File: src/rtl/pca_map.svh
// Constants for the counter array: field positions, reset values and timing counts
`ifndef PCA_MAP_SVH
`define PCA_MAP_SVH
// ==========================================================================
// Timebase select encodings
`define PCA_TB_DIV12 3'h0
`define PCA_TB_DIV4 3'h1
`define PCA_TB_T0OVF 3'h2
`define PCA_TB_ECI 3'h3
`define PCA_TB_SYS 3'h4
`define PCA_TB_EXT8 3'h5
// ==========================================================================
// Prescaler terminal counts
`define PCA_DIV12_LAST 4'hB
`define PCA_DIV4_LAST 4'h3
// ==========================================================================
// Module mode register field positions
`define PCA_MM_IRQ 0
`define PCA_MM_PULSE 1
`define PCA_MM_TOG 2
`define PCA_MM_MAT 3
`define PCA_MM_FALL 4
`define PCA_MM_RISE 5
`define PCA_MM_COMP 6
`define PCA_MM_WIDE 7
// ==========================================================================
// Reset values, counter maximum and watchdog module number
`define PCA_MM_RESET 8'h00
`define PCA_WDOG_MODE_RESET 8'h48
`define PCA_COUNT_RESET 16'h0000
`define PCA_COUNT_MAX 16'hFFFF
`define PCA_WDOG_MODULE 2
`endif

File: src/rtl/pca_pkg.sv
// Types shared by the counter array modules
package pca_pkg;
    // Decoded module operating mode
    typedef enum logic [2:0] {
        PCA_MODE_OFF = 3'b000,
        PCA_MODE_CAPTURE = 3'b001,
        PCA_MODE_SWTIMER = 3'b010,
        PCA_MODE_HSOUT = 3'b011,
        PCA_MODE_FREQ = 3'b100,
        PCA_MODE_PWM8 = 3'b101,
        PCA_MODE_PWM16 = 3'b110
    } pca_mode_e;
    typedef logic [15:0] pca_count_t;
endpackage

File: src/rtl/pca_cap_if.sv
// Carrier between the counter core and one capture module
interface pca_cap_if;
    logic [15:0] count; // Live counter value
    logic [7:0] mode; // Module mode register
    logic line_sync; // Synchronised module line
    logic capture; // One-cycle capture pulse
    modport core (output count, output mode, output line_sync, input capture);
    modport cap (input count, input mode, input line_sync, output capture);
endinterface

File: src/rtl/pca_counter_array.sv
// Programmable counter array: counter, timebase, overflow, three capture modules
//
// Summary of operation
// (RQ1) Counter is 16 bits, two visible bytes.
// (RQ2) Low byte read snapshots high byte.
// (RQ3) Byte reads never disturb counting.
// (RQ4) Timebase select picks one of six sources.
// (RQ5) Count input falls no faster than quarter clock.
// (RQ6) Oscillator over eight synchronised before use.
// (RQ7) Wrap from FFFF sets overflow flag.
// (RQ8) Overflow interrupt needs overflow enable.
// (RQ9) Overflow flag cleared only by software.
// (RQ10) Requests need global and array enables.
// (RQ11) Idle halt clear keeps counting in idle.
// (RQ12) Three modules, 16-bit register, own line.
// (RQ13) Capture mode decode from edge bits.
// (RQ14) Mode register decodes compare and pwm modes.
// (RQ15) Module interrupt needs module enable.
// (RQ16) Capture loads counter into module register.
// (RQ17) Capture sets event flag, may interrupt.
// (RQ18) Event flag cleared only by software.
// (RQ19) Module line state stays readable.
// (RQ20) Line levels held two clocks minimum.
// (RQ21) Module 2 starts in watchdog mode, writes restricted.
// (RQ22) Low write clears, high write sets comparator.
// (RQ23) Count per tick, lines synchronised first.
`include "pca_map.svh"
module pca_counter_array #(
    parameter int NUM_MOD = 3
) (
    input wire logic core_clk,
    input wire logic srst,
    // Software access strobes
    input wire logic rd_count_low,
    input wire logic rd_count_high,
    input wire logic wr_count_low,
    input wire logic wr_count_high,
    input wire logic [7:0] wr_data,
    output logic [7:0] count_low_byte,
    output logic [7:0] count_high_byte,
    // Configuration bits
    input wire logic count_run,
    input wire logic [2:0] timebase_select,
    input wire logic idle_halt_select,
    input wire logic cpu_idle,
    input wire logic overflow_irq_enable,
    input wire logic global_irq_enable,
    input wire logic array_irq_enable,
    input wire logic watchdog_enable,
    input wire logic timer0_overflow,
    // Pins from outside the clock domain
    input wire logic external_count_input,
    input wire logic ext_osc_div8,
    input wire logic [NUM_MOD-1:0] module_io_line,
    // Module register access
    input wire logic [NUM_MOD-1:0] wr_mode,
    input wire logic [NUM_MOD-1:0] wr_cap_low,
    input wire logic [NUM_MOD-1:0] wr_cap_high,
    input wire logic clr_overflow,
    input wire logic [NUM_MOD-1:0] clr_event,
    output logic [NUM_MOD*8-1:0] module_mode_reg,
    output logic [NUM_MOD*16-1:0] capture_value,
    output logic [NUM_MOD-1:0] module_event_flag,
    output logic [NUM_MOD-1:0] module_line_state,
    output logic [NUM_MOD*3-1:0] module_mode,
    output logic count_overflow_flag,
    output logic array_irq
);
    import pca_pkg::*;
    // Refused at elaboration; module 2 must exist for the watchdog
    if (NUM_MOD < 3 || NUM_MOD > 8) begin : g_num_mod_check
        $error("NUM_MOD must be 3 to 8");
    end

    // ======================================================================
    // Pin synchronisers
    logic [2:0] eci_sync; // Count input, bits 0,1 sync, 2 history
    logic [2:0] osc_sync; // Oscillator over eight, same layout
    logic [NUM_MOD-1:0] line_meta; // First flop of module lines
    logic [NUM_MOD-1:0] line_sync; // Second flop of module lines
    // Two-flop synchronisers, third flop for count input and oscillator edge history
    always_ff @(posedge core_clk) begin
        if (srst) begin
            eci_sync <= 3'h0;
            osc_sync <= 3'h0;
            line_meta <= '0;
            line_sync <= '0;
        end else begin
            eci_sync <= {eci_sync[1:0], external_count_input};
            osc_sync <= {osc_sync[1:0], ext_osc_div8}; // [RQ6]
            line_meta <= module_io_line; // [RQ23]
            line_sync <= line_meta;
        end
    end

    // ======================================================================
    // Timebase
    logic [3:0] pre12; // Divide by twelve prescaler
    logic [1:0] pre4; // Divide by four prescaler
    logic tick; // Selected timebase edge
    logic run_now; // Counting allowed this cycle
    // Free-running prescalers
    always_ff @(posedge core_clk) begin
        if (srst) begin
            pre12 <= 4'h0;
            pre4 <= 2'h0;
        end else begin
            pre12 <= (pre12 == `PCA_DIV12_LAST) ? 4'h0 : pre12 + 4'h1;
            pre4 <= pre4 + 2'h1;
        end
    end

    // Source mux; count input uses falling edges, oscillator rising edges
    always_comb begin
        case (timebase_select) // [RQ4]
            `PCA_TB_DIV12: tick = (pre12 == `PCA_DIV12_LAST);
            `PCA_TB_DIV4: tick = (pre4 == 2'(`PCA_DIV4_LAST));
            `PCA_TB_T0OVF: tick = timer0_overflow;
            `PCA_TB_ECI: tick = eci_sync[2] & ~eci_sync[1]; // [RQ5]
            `PCA_TB_SYS: tick = 1'b1;
            `PCA_TB_EXT8: tick = osc_sync[1] & ~osc_sync[2]; // [RQ6]
            default: tick = 1'b0;
        endcase
    end

    // Watchdog forces counting on; idle halts only when selected
    assign run_now = (count_run | watchdog_enable)
        & ~(cpu_idle & idle_halt_select); // [RQ11]

    // ======================================================================
    // Counter
    pca_count_t count; // Live count
    logic [7:0] snap_high; // High byte snapshot
    logic count_wrap; // Wrap this cycle
    assign count_wrap = run_now & tick & (count == `PCA_COUNT_MAX);
    // Counter; writes blocked while the watchdog runs
    always_ff @(posedge core_clk) begin
        if (srst) begin
            count <= `PCA_COUNT_RESET;
        end else if (wr_count_low && !watchdog_enable) begin // [RQ21]
            count[7:0] <= wr_data;
        end else if (wr_count_high && !watchdog_enable) begin
            count[15:8] <= wr_data;
        end else if (run_now && tick) begin
            count <= count + 16'h0001; // [RQ23] [RQ3]
        end
    end

    // Snapshot of high byte on low read
    always_ff @(posedge core_clk) begin
        if (srst) begin
            snap_high <= 8'h00;
        end else if (rd_count_low) begin
            snap_high <= count[15:8]; // [RQ2]
        end
    end

    // Registered read data; high read returns the snapshot
    always_ff @(posedge core_clk) begin
        if (srst) begin
            count_low_byte <= 8'h00;
            count_high_byte <= 8'h00;
        end else begin
            count_low_byte <= count[7:0]; // [RQ1]
            count_high_byte <= rd_count_low ? count[15:8] : snap_high; // [RQ2]
        end
    end

    // Overflow flag, set wins over clear
    always_ff @(posedge core_clk) begin
        if (srst) begin
            count_overflow_flag <= 1'b0;
        end else if (count_wrap) begin
            count_overflow_flag <= 1'b1; // [RQ7]
        end else if (clr_overflow) begin
            count_overflow_flag <= 1'b0; // [RQ9]
        end
    end

    // ======================================================================
    // Modules
    logic [NUM_MOD-1:0] cap_pulse; // Capture pulses
    logic [7:0] mm [NUM_MOD]; // Mode registers
    logic [15:0] ccr [NUM_MOD]; // Capture/compare registers
    for (genvar m = 0; m < NUM_MOD; m++) begin : g_mod
        pca_cap_if cif ();
        assign cif.count = count;
        assign cif.mode = mm[m];
        assign cif.line_sync = line_sync[m];
        assign cap_pulse[m] = cif.capture;
        pca_cap_detect u_det (
            .core_clk(core_clk),
            .srst(srst),
            .cif(cif)
        );
        // Mode register; watchdog module starts in timer mode, mode writes refused while the watchdog runs
        always_ff @(posedge core_clk) begin
            if (srst) begin
                if (m == `PCA_WDOG_MODULE) begin
                    mm[m] <= `PCA_WDOG_MODE_RESET; // [RQ21]
                end else begin
                    mm[m] <= `PCA_MM_RESET;
                end
            end else if (wr_mode[m] && !(watchdog_enable && m == `PCA_WDOG_MODULE)) begin
                mm[m] <= wr_data; // [RQ21]
            end else if (wr_cap_low[m]) begin
                mm[m][`PCA_MM_COMP] <= 1'b0; // [RQ22]
            end else if (wr_cap_high[m]) begin
                mm[m][`PCA_MM_COMP] <= 1'b1; // [RQ22]
            end
        end
        // Capture/compare register; capture has priority over writes
        always_ff @(posedge core_clk) begin
            if (srst) begin
                ccr[m] <= 16'h0000;
            end else if (cap_pulse[m]) begin
                ccr[m] <= count; // [RQ16] [RQ12]
            end else if (wr_cap_low[m]) begin
                ccr[m][7:0] <= wr_data;
            end else if (wr_cap_high[m]) begin
                ccr[m][15:8] <= wr_data;
            end
        end
        // Event flag, set wins over clear
        always_ff @(posedge core_clk) begin
            if (srst) begin
                module_event_flag[m] <= 1'b0;
            end else if (cap_pulse[m]) begin
                module_event_flag[m] <= 1'b1; // [RQ17]
            end else if (clr_event[m]) begin
                module_event_flag[m] <= 1'b0; // [RQ18]
            end
        end
        // Mode decode
        always_ff @(posedge core_clk) begin
            if (srst) begin
                module_mode[m*3 +: 3] <= PCA_MODE_OFF;
            end else begin
                module_mode[m*3 +: 3] <= decode_mode(mm[m]); // [RQ14]
            end
        end
        // Registered views for software
        always_ff @(posedge core_clk) begin
            if (srst) begin
                module_mode_reg[m*8 +: 8] <= 8'h00;
                capture_value[m*16 +: 16] <= 16'h0000;
                module_line_state[m] <= 1'b0;
            end else begin
                module_mode_reg[m*8 +: 8] <= mm[m];
                capture_value[m*16 +: 16] <= ccr[m];
                module_line_state[m] <= line_sync[m]; // [RQ19]
            end
        end
    end

    // Mode table lookup; capture checked first
    function automatic pca_mode_e decode_mode(input logic [7:0] r);
        pca_mode_e md;
        md = PCA_MODE_OFF;
        if (!r[`PCA_MM_MAT] && !r[`PCA_MM_TOG] && !r[`PCA_MM_PULSE]
            && (r[`PCA_MM_RISE] || r[`PCA_MM_FALL])) begin
            md = PCA_MODE_CAPTURE;
        end else if (r[`PCA_MM_COMP] && !r[`PCA_MM_RISE] && !r[`PCA_MM_FALL]) begin
            case ({r[`PCA_MM_MAT], r[`PCA_MM_TOG], r[`PCA_MM_PULSE]})
                3'b100: md = PCA_MODE_SWTIMER;
                3'b110: md = PCA_MODE_HSOUT;
                3'b011, 3'b111: md = PCA_MODE_FREQ;
                3'b001, 3'b101: md = r[`PCA_MM_WIDE] ? PCA_MODE_PWM16 : PCA_MODE_PWM8;
                default: md = PCA_MODE_OFF;
            endcase
        end
        return md;
    endfunction

    // ======================================================================
    // Interrupt request
    logic [NUM_MOD-1:0] mod_req; // Enabled module flags
    always_comb begin
        for (int i = 0; i < NUM_MOD; i++) begin
            mod_req[i] = module_event_flag[i] & mm[i][`PCA_MM_IRQ]; // [RQ15]
        end
    end

    // Combined request gated by both global enables
    always_ff @(posedge core_clk) begin
        if (srst) begin
            array_irq <= 1'b0;
        end else begin
            array_irq <= global_irq_enable & array_irq_enable & // [RQ10]
                ((count_overflow_flag & overflow_irq_enable) | (|mod_req)); // [RQ8]
        end
    end

    // ======================================================================
    // Checks
    a_wrap_sets_flag: assert property (@(posedge core_clk) disable iff (srst) // [RQ7]
        count_wrap |=> count_overflow_flag)
        else $error("wrap did not set overflow flag");
    a_flag_holds: assert property (@(posedge core_clk) disable iff (srst) // [RQ9]
        (count_overflow_flag && !clr_overflow) |=> count_overflow_flag)
        else $error("overflow flag lost without clear");
    a_snap_read: assert property (@(posedge core_clk) disable iff (srst) // [RQ2]
        rd_count_low ##1 (!rd_count_low && !srst)
        |=> count_high_byte == $past(count[15:8], 2))
        else $error("high byte not from snapshot");
    a_irq_gate: assert property (@(posedge core_clk) disable iff (srst) // [RQ10]
        !global_irq_enable |=> !array_irq)
        else $error("request without global enable");
    a_ovf_irq: assert property (@(posedge core_clk) disable iff (srst) // [RQ8]
        (global_irq_enable && array_irq_enable && overflow_irq_enable
        && count_overflow_flag) |=> array_irq)
        else $error("overflow request missing");
    a_cap_load: assert property (@(posedge core_clk) disable iff (srst) // [RQ16] [RQ17]
        cap_pulse[0] |=> (ccr[0] == $past(count) && module_event_flag[0]))
        else $error("capture did not load counter");
    a_event_hold: assert property (@(posedge core_clk) disable iff (srst) // [RQ18]
        (module_event_flag[1] && !clr_event[1]) |=> module_event_flag[1])
        else $error("event flag lost without clear");
    a_idle_count: assert property (@(posedge core_clk) disable iff (srst) // [RQ11]
        (count_run && !idle_halt_select && timebase_select == `PCA_TB_SYS
        && !wr_count_low && !wr_count_high) |=> count == $past(count) + 16'h0001)
        else $error("counter stalled");
    a_low_clears_comp: assert property (@(posedge core_clk) disable iff (srst) // [RQ22]
        (wr_cap_low[0] && !wr_mode[0]) |=> !mm[0][`PCA_MM_COMP])
        else $error("low write kept comparator");
    a_wdog_lock: assert property (@(posedge core_clk) disable iff (srst) // [RQ21]
        watchdog_enable |=> $stable(mm[2]) || $past(wr_cap_low[2] || wr_cap_high[2]))
        else $error("watchdog mode register changed");
    a_read_no_stall: assert property (@(posedge core_clk) disable iff (srst) // [RQ3]
        ((rd_count_low || rd_count_high) && run_now && tick
        && !wr_count_low && !wr_count_high) |=> count == $past(count) + 16'h0001)
        else $error("read stalled counter");
    a_wdog_write_lock: assert property (@(posedge core_clk) disable iff (srst) // [RQ21]
        (watchdog_enable && (wr_count_low || wr_count_high) && tick)
        |=> count == $past(count) + 16'h0001)
        else $error("counter write under watchdog");
    c_fall_capture: cover property (@(posedge core_clk)
        cap_pulse[0] && !line_sync[0]);
    c_overflow: cover property (@(posedge core_clk) count_wrap);
    c_capture: cover property (@(posedge core_clk) |cap_pulse);
    c_irq: cover property (@(posedge core_clk) array_irq);
    c_eci_tick: cover property (@(posedge core_clk)
        timebase_select == `PCA_TB_ECI && tick);
endmodule

File: src/rtl/pca_cap_detect.sv
// Edge detector and capture decision for one capture module
`include "pca_map.svh"
module pca_cap_detect (
    input wire logic core_clk,
    input wire logic srst,
    pca_cap_if.cap cif
);
    import pca_pkg::*;
    logic line_prev; // Line one cycle ago
    logic rise_sel; // Rising edge chosen
    logic fall_sel; // Falling edge chosen
    logic cap_mode; // Match, toggle, pulse all clear
    // ======================================================================
    // Mode decode
    assign rise_sel = cif.mode[`PCA_MM_RISE];
    assign fall_sel = cif.mode[`PCA_MM_FALL];
    assign cap_mode = ~cif.mode[`PCA_MM_MAT] & ~cif.mode[`PCA_MM_TOG]
        & ~cif.mode[`PCA_MM_PULSE]; // [RQ13]
    // Previous line value for edge detection
    always_ff @(posedge core_clk) begin
        if (srst) begin
            line_prev <= 1'b0;
        end else begin
            line_prev <= cif.line_sync;
        end
    end
    // Selected edge raises a capture pulse
    assign cif.capture = cap_mode & (
        (rise_sel & cif.line_sync & ~line_prev) |
        (fall_sel & ~cif.line_sync & line_prev)); // [RQ13] [RQ16]
    // ======================================================================
    // Checks
    a_rise_capture: assert property (@(posedge core_clk) disable iff (srst) // [RQ13]
        (cap_mode && rise_sel && $rose(cif.line_sync)) |-> cif.capture)
        else $error("rising edge not captured");
    a_no_cap_other: assert property (@(posedge core_clk) disable iff (srst) // [RQ13]
        cif.mode[`PCA_MM_MAT] |-> !cif.capture)
        else $error("capture outside capture mode");
endmodule

File: config.mk
export PLATFORM = sky130hd
export DESIGN_NAME = pca_counter_array
export DESIGN_NICKNAME = d
export VERILOG_FILES = /design/src/rtl/pca_pkg.sv /design/src/rtl/pca_cap_if.sv /design/src/rtl/pca_counter_array.sv /design/src/rtl/pca_cap_detect.sv
export VERILOG_INCLUDE_DIRS = /design/src /design/src/rtl
export SDC_FILE = /design/constraint.sdc
export NUM_CORES = 1
export LEC_CHECK = 0
export BUFFER_PORTS_ARGS = -buffer_cell sky130_fd_sc_hd__buf_2
export CAP_MARGIN = 25
export CORE_UTILIZATION = 50
export CTS_CLUSTER_DIAMETER = 200
export DETAILED_ROUTE_END_ITERATION = 8
export GPL_TIMING_DRIVEN = 0
export PLACE_DENSITY = 0.74
export SYNTH_ARGS = -nofsm -noshare
export SYNTH_HDL_FRONTEND = slang
export SYNTH_SLANG_ARGS = --single-unit
File: constraint.sdc
create_clock -name core_clk -period 2.2 [get_ports core_clk]
set_input_delay 0.44 -clock core_clk [delete_from_list [all_inputs] [get_ports core_clk]]
set_output_delay 0.44 -clock core_clk [all_outputs]
set_load 0.02 [all_outputs]
==> summary.md <==
| Metric | Value |
|---|---|
| Count of buffer and inverter cells on the critical path | 0 |
| P per Cell Area | 893 nW/um^2 |
| CORE AREA | 15900 sq um |
| TritonCTS Buffers | 21 |
| Actual slew at the worst max-slew pin | 868 ps |
| Place WS | -721 ps |
| Synth Instances | 778 |
| Final net count | 989 |
| Post-Synth XOR/XNOR Area | 0.539% |
| Post-synthesis compound-gate area fraction | 9.35% |
| Mean Syn Cell Area | 10.4 sq um |
| Hold Slack | 167 ps |
| Max-cap check violation count | 0 |
| # hold bufs at CTS | 0 |
| Crit path largest cell delay | 580 ps |
| Yosys top cell area share | 34.2% |
| Area grow syn2layout | 21.6% |
| Post-Syn Area | 8130 sq um |
| Post-synthesis adder-cell area fraction | 0.462% |
| Hold WC Path Type | in2reg |
| Reg-to-Reg Start | count[8] |
| Cell variety after synth | 56 |
| CTS tree | done |
| Status | complete, no violations |
| YS warnings | 0 |
| Critical path fanouts, max | 7 |
| # diodes | 0 |
| Crit. Startpoint | count[8] |
| Worst-path clk slew | 60 ps |
| Vias | 6426 |
| Most used routing layer | met2 |
| CTS sink count | 211 |
| Initial antenna violation count | 0 |
| Total gr overflow | 0 |
| Max Fclk | 465 MHz |
| GP Congestion | 0.911 |
| Clk_lat worst skew | 490 ps |
| Die Y | 129 microns |
| Critical Path AT | 2500 ps |
| Die area | 16800 sq um |
| Simple-Gate Fraction of Synth Area | 23.4% |
| Routed vias/inst | 5.48 |
| Critical path class | reg2reg |
| Iter 0 DRT Violations | 645 |
| H-tree lvl count | 1 |
| Final Hold Viols | 0 |
| Fillers | 1314 |
| Dpl hpwl | 13.9 mm |
| CP cell instances | nand4_1, or3_1, o21a_1, o311ai_0, o31ai_1 |
| CP Data Required Time | 2550 ps |
| Startpoint types | flop |
| Initial core utilization | 51.1% |
| Area leader, netlist | dfxtp_1 |
| Clock Skew | 9.55 ps |
| Vias in the first global route | 5708 |
| Period utilisation layout | 97.7% |
| Drt first pass iters | 5 |
| Die X | 129 microns |
| Share of cells above drive strength 1 | 21.7% |
| Crit path capture type | flop |
| Slew Limit Fails | 0 |
| Hold_sp | module_io_line[1] |
| Slew HR | 42.2% |
| Final WS setup | 50.5 ps |
| I/O pins | 148 |
| Post-synthesis sequential area ratio | 60.9% |
| Largest cells by area after synthesis | dfxtp_1 34%, edfxtp_1 27%, nor2b_1 7.9%, a21oi_1 3.9%, nand3_1 3.5% |
| Synth Register Bits | 211 |
| Net Count, Synth | 824 |
| Post-Route WL | 20.5 mm |
| Post-synth ARST share | 0% |
| Port bufs | 143 |
| Pin count of the biggest net entering global routing | 16 |
| First-pass GRT wire length | 30.7 mm |
| CTS root buffer | clkbuf_16 |
| Post-synthesis mux area share | 1.60% |
| Final setup TNS | 0 ps |
| IR drop worst, VDD | 0.469 mV |
| CP top delay family | simple AND/OR/NAND/NOR gates |
| Tmin final | 2150 ps |
| GR Util met1 | 33.1% |
| Overall routing resource usage | 24.2% |
| Met2 usage | 37.5% |
| Antenna Nets Post-Route | 0 |
| # rows | 46 |
| Leakage Power | 3.98 nW |
| Top FF cell, synth | dfxtp_1 |
| # setup viols final | 0 |
| Wire per inst | 17.5 microns |
| Largest family of logic cells by synthesized area | simple AND/OR/NAND/NOR gates |
| GR Util met3 | 3.67% |
| Clock buffer depth | 3 |
| Fin util | 62.2% |
| Slowest stage cell, crit path | dfxtp_1 |
| Post-synth EDFFs | 72 |
| Drt drc | 0 |
-- cells in the final DEF (no fill, tap or decap), drive strengths merged, types with 5 or more instances in the layout --
cell type | Yosys | layout
a21oi | 63 | 63
nand2b | 9 | 9
nor2 | 32 | 32
nor3b | 5 | 5
nand3 | 57 | 57
edfxtp | 72 | 72
nor4 | 6 | 6
buf | 14 | 158
nand2 | 67 | 67
o21ai | 16 | 16
mux2i | 13 | 13
nor3 | 10 | 10
or3 | 10 | 10
nand3b | 7 | 7
dfxtp | 139 | 139
inv | 7 | 8
nor2b | 103 | 103
a31oi | 11 | 11
clkbuf | 54 | 87
and2 | 24 | 24
-- repair_timing --
action	in CTS	in global routing
buffers inserted	0	2
endpoints found under the setup margin	14	27
pin swaps	0	2
endpoints found under the hold margin	0	0
gates resized for setup	2	15
-- synth_stat cells (all sizes together), types with 9 or more instances --
library cell / instances
nand2: 67
nand2b: 9
dfxtp: 139
or3: 10
and2: 24
nor3: 10
buf: 14
nor2b: 103
nor2: 32
nand3: 57
a21oi: 63
a31oi: 11
edfxtp: 72
clkbuf: 54
mux2i: 13
o21ai: 16
-- cell families after synthesis --
logic type	after synthesis
muxes	13
DFF	211
xor gates and xnor gates	5
adders and majority gates	3
buffers and inverters	75
AOI/OAI and AO/OA	121
and+or+nand+nor	350
-- per-layer routing --
| layer | up-vias | routed length (microns) |
|---|---|---|
| li1 | 3020 | - |
| met1 | 2915 | 8410 |
| met2 | 413 | 9040 |
| met3 | 78 | 2160 |
| met4 | 0 | 912 |
| met5 | - | 0 |
-- power by group --
part	total [mW]	switching [mW]	internal [mW]
combinational	0.800	0.522	0.277
clock	3.67	1.41	2.25
sequential	4.36	0.101	4.26
total	8.83	2.04	6.79
-- stage by stage --
step | area, sq um | instances | total power, mW
2_1_floorplan | 8130 | 778 | 4.92
3_3_place_gp | 9110 | 1137 | 5.20
3_5_place_dp | 9110 | 1137 | 5.22
4_1_cts | 9840 | 1174 | 8.85
5_1_grt | 9880 | 1173 | 9.11
6_report | 9880 | 1173 | 8.83
-- worst paths after layout --
path | endpoint | slack (ps) | depth (start not counted)
setup / recovery | count[13] | 50 | 5
hold reg to reg | pre4[0] | 420 | 1
hold / removal | line_meta[1] | 170 | 2
setup reg to reg | count[13] | 50 | 5
-- worst reg2reg max path, stage by stage, from the launching register on --
cell	delay [ps]
dfxtp_1	580
nand4_1	340
or3_1	450
o21a_1	180
o311ai_0	340
o31ai_1	130
-- cell type report --
type	instances	area [sq um]	area share [%]
clock inverters	2	36.3	0.367
repair buffers	145	731	7.39
plain buffers	65	277	2.80
well taps	216	270	2.73
clock buffers	35	691	6.99
inverters	7	26.3	0.266
flip-flops and latches	211	4950	50.1
multi-input cells	492	2910	29.4
Power figures use the tool's default switching activity.
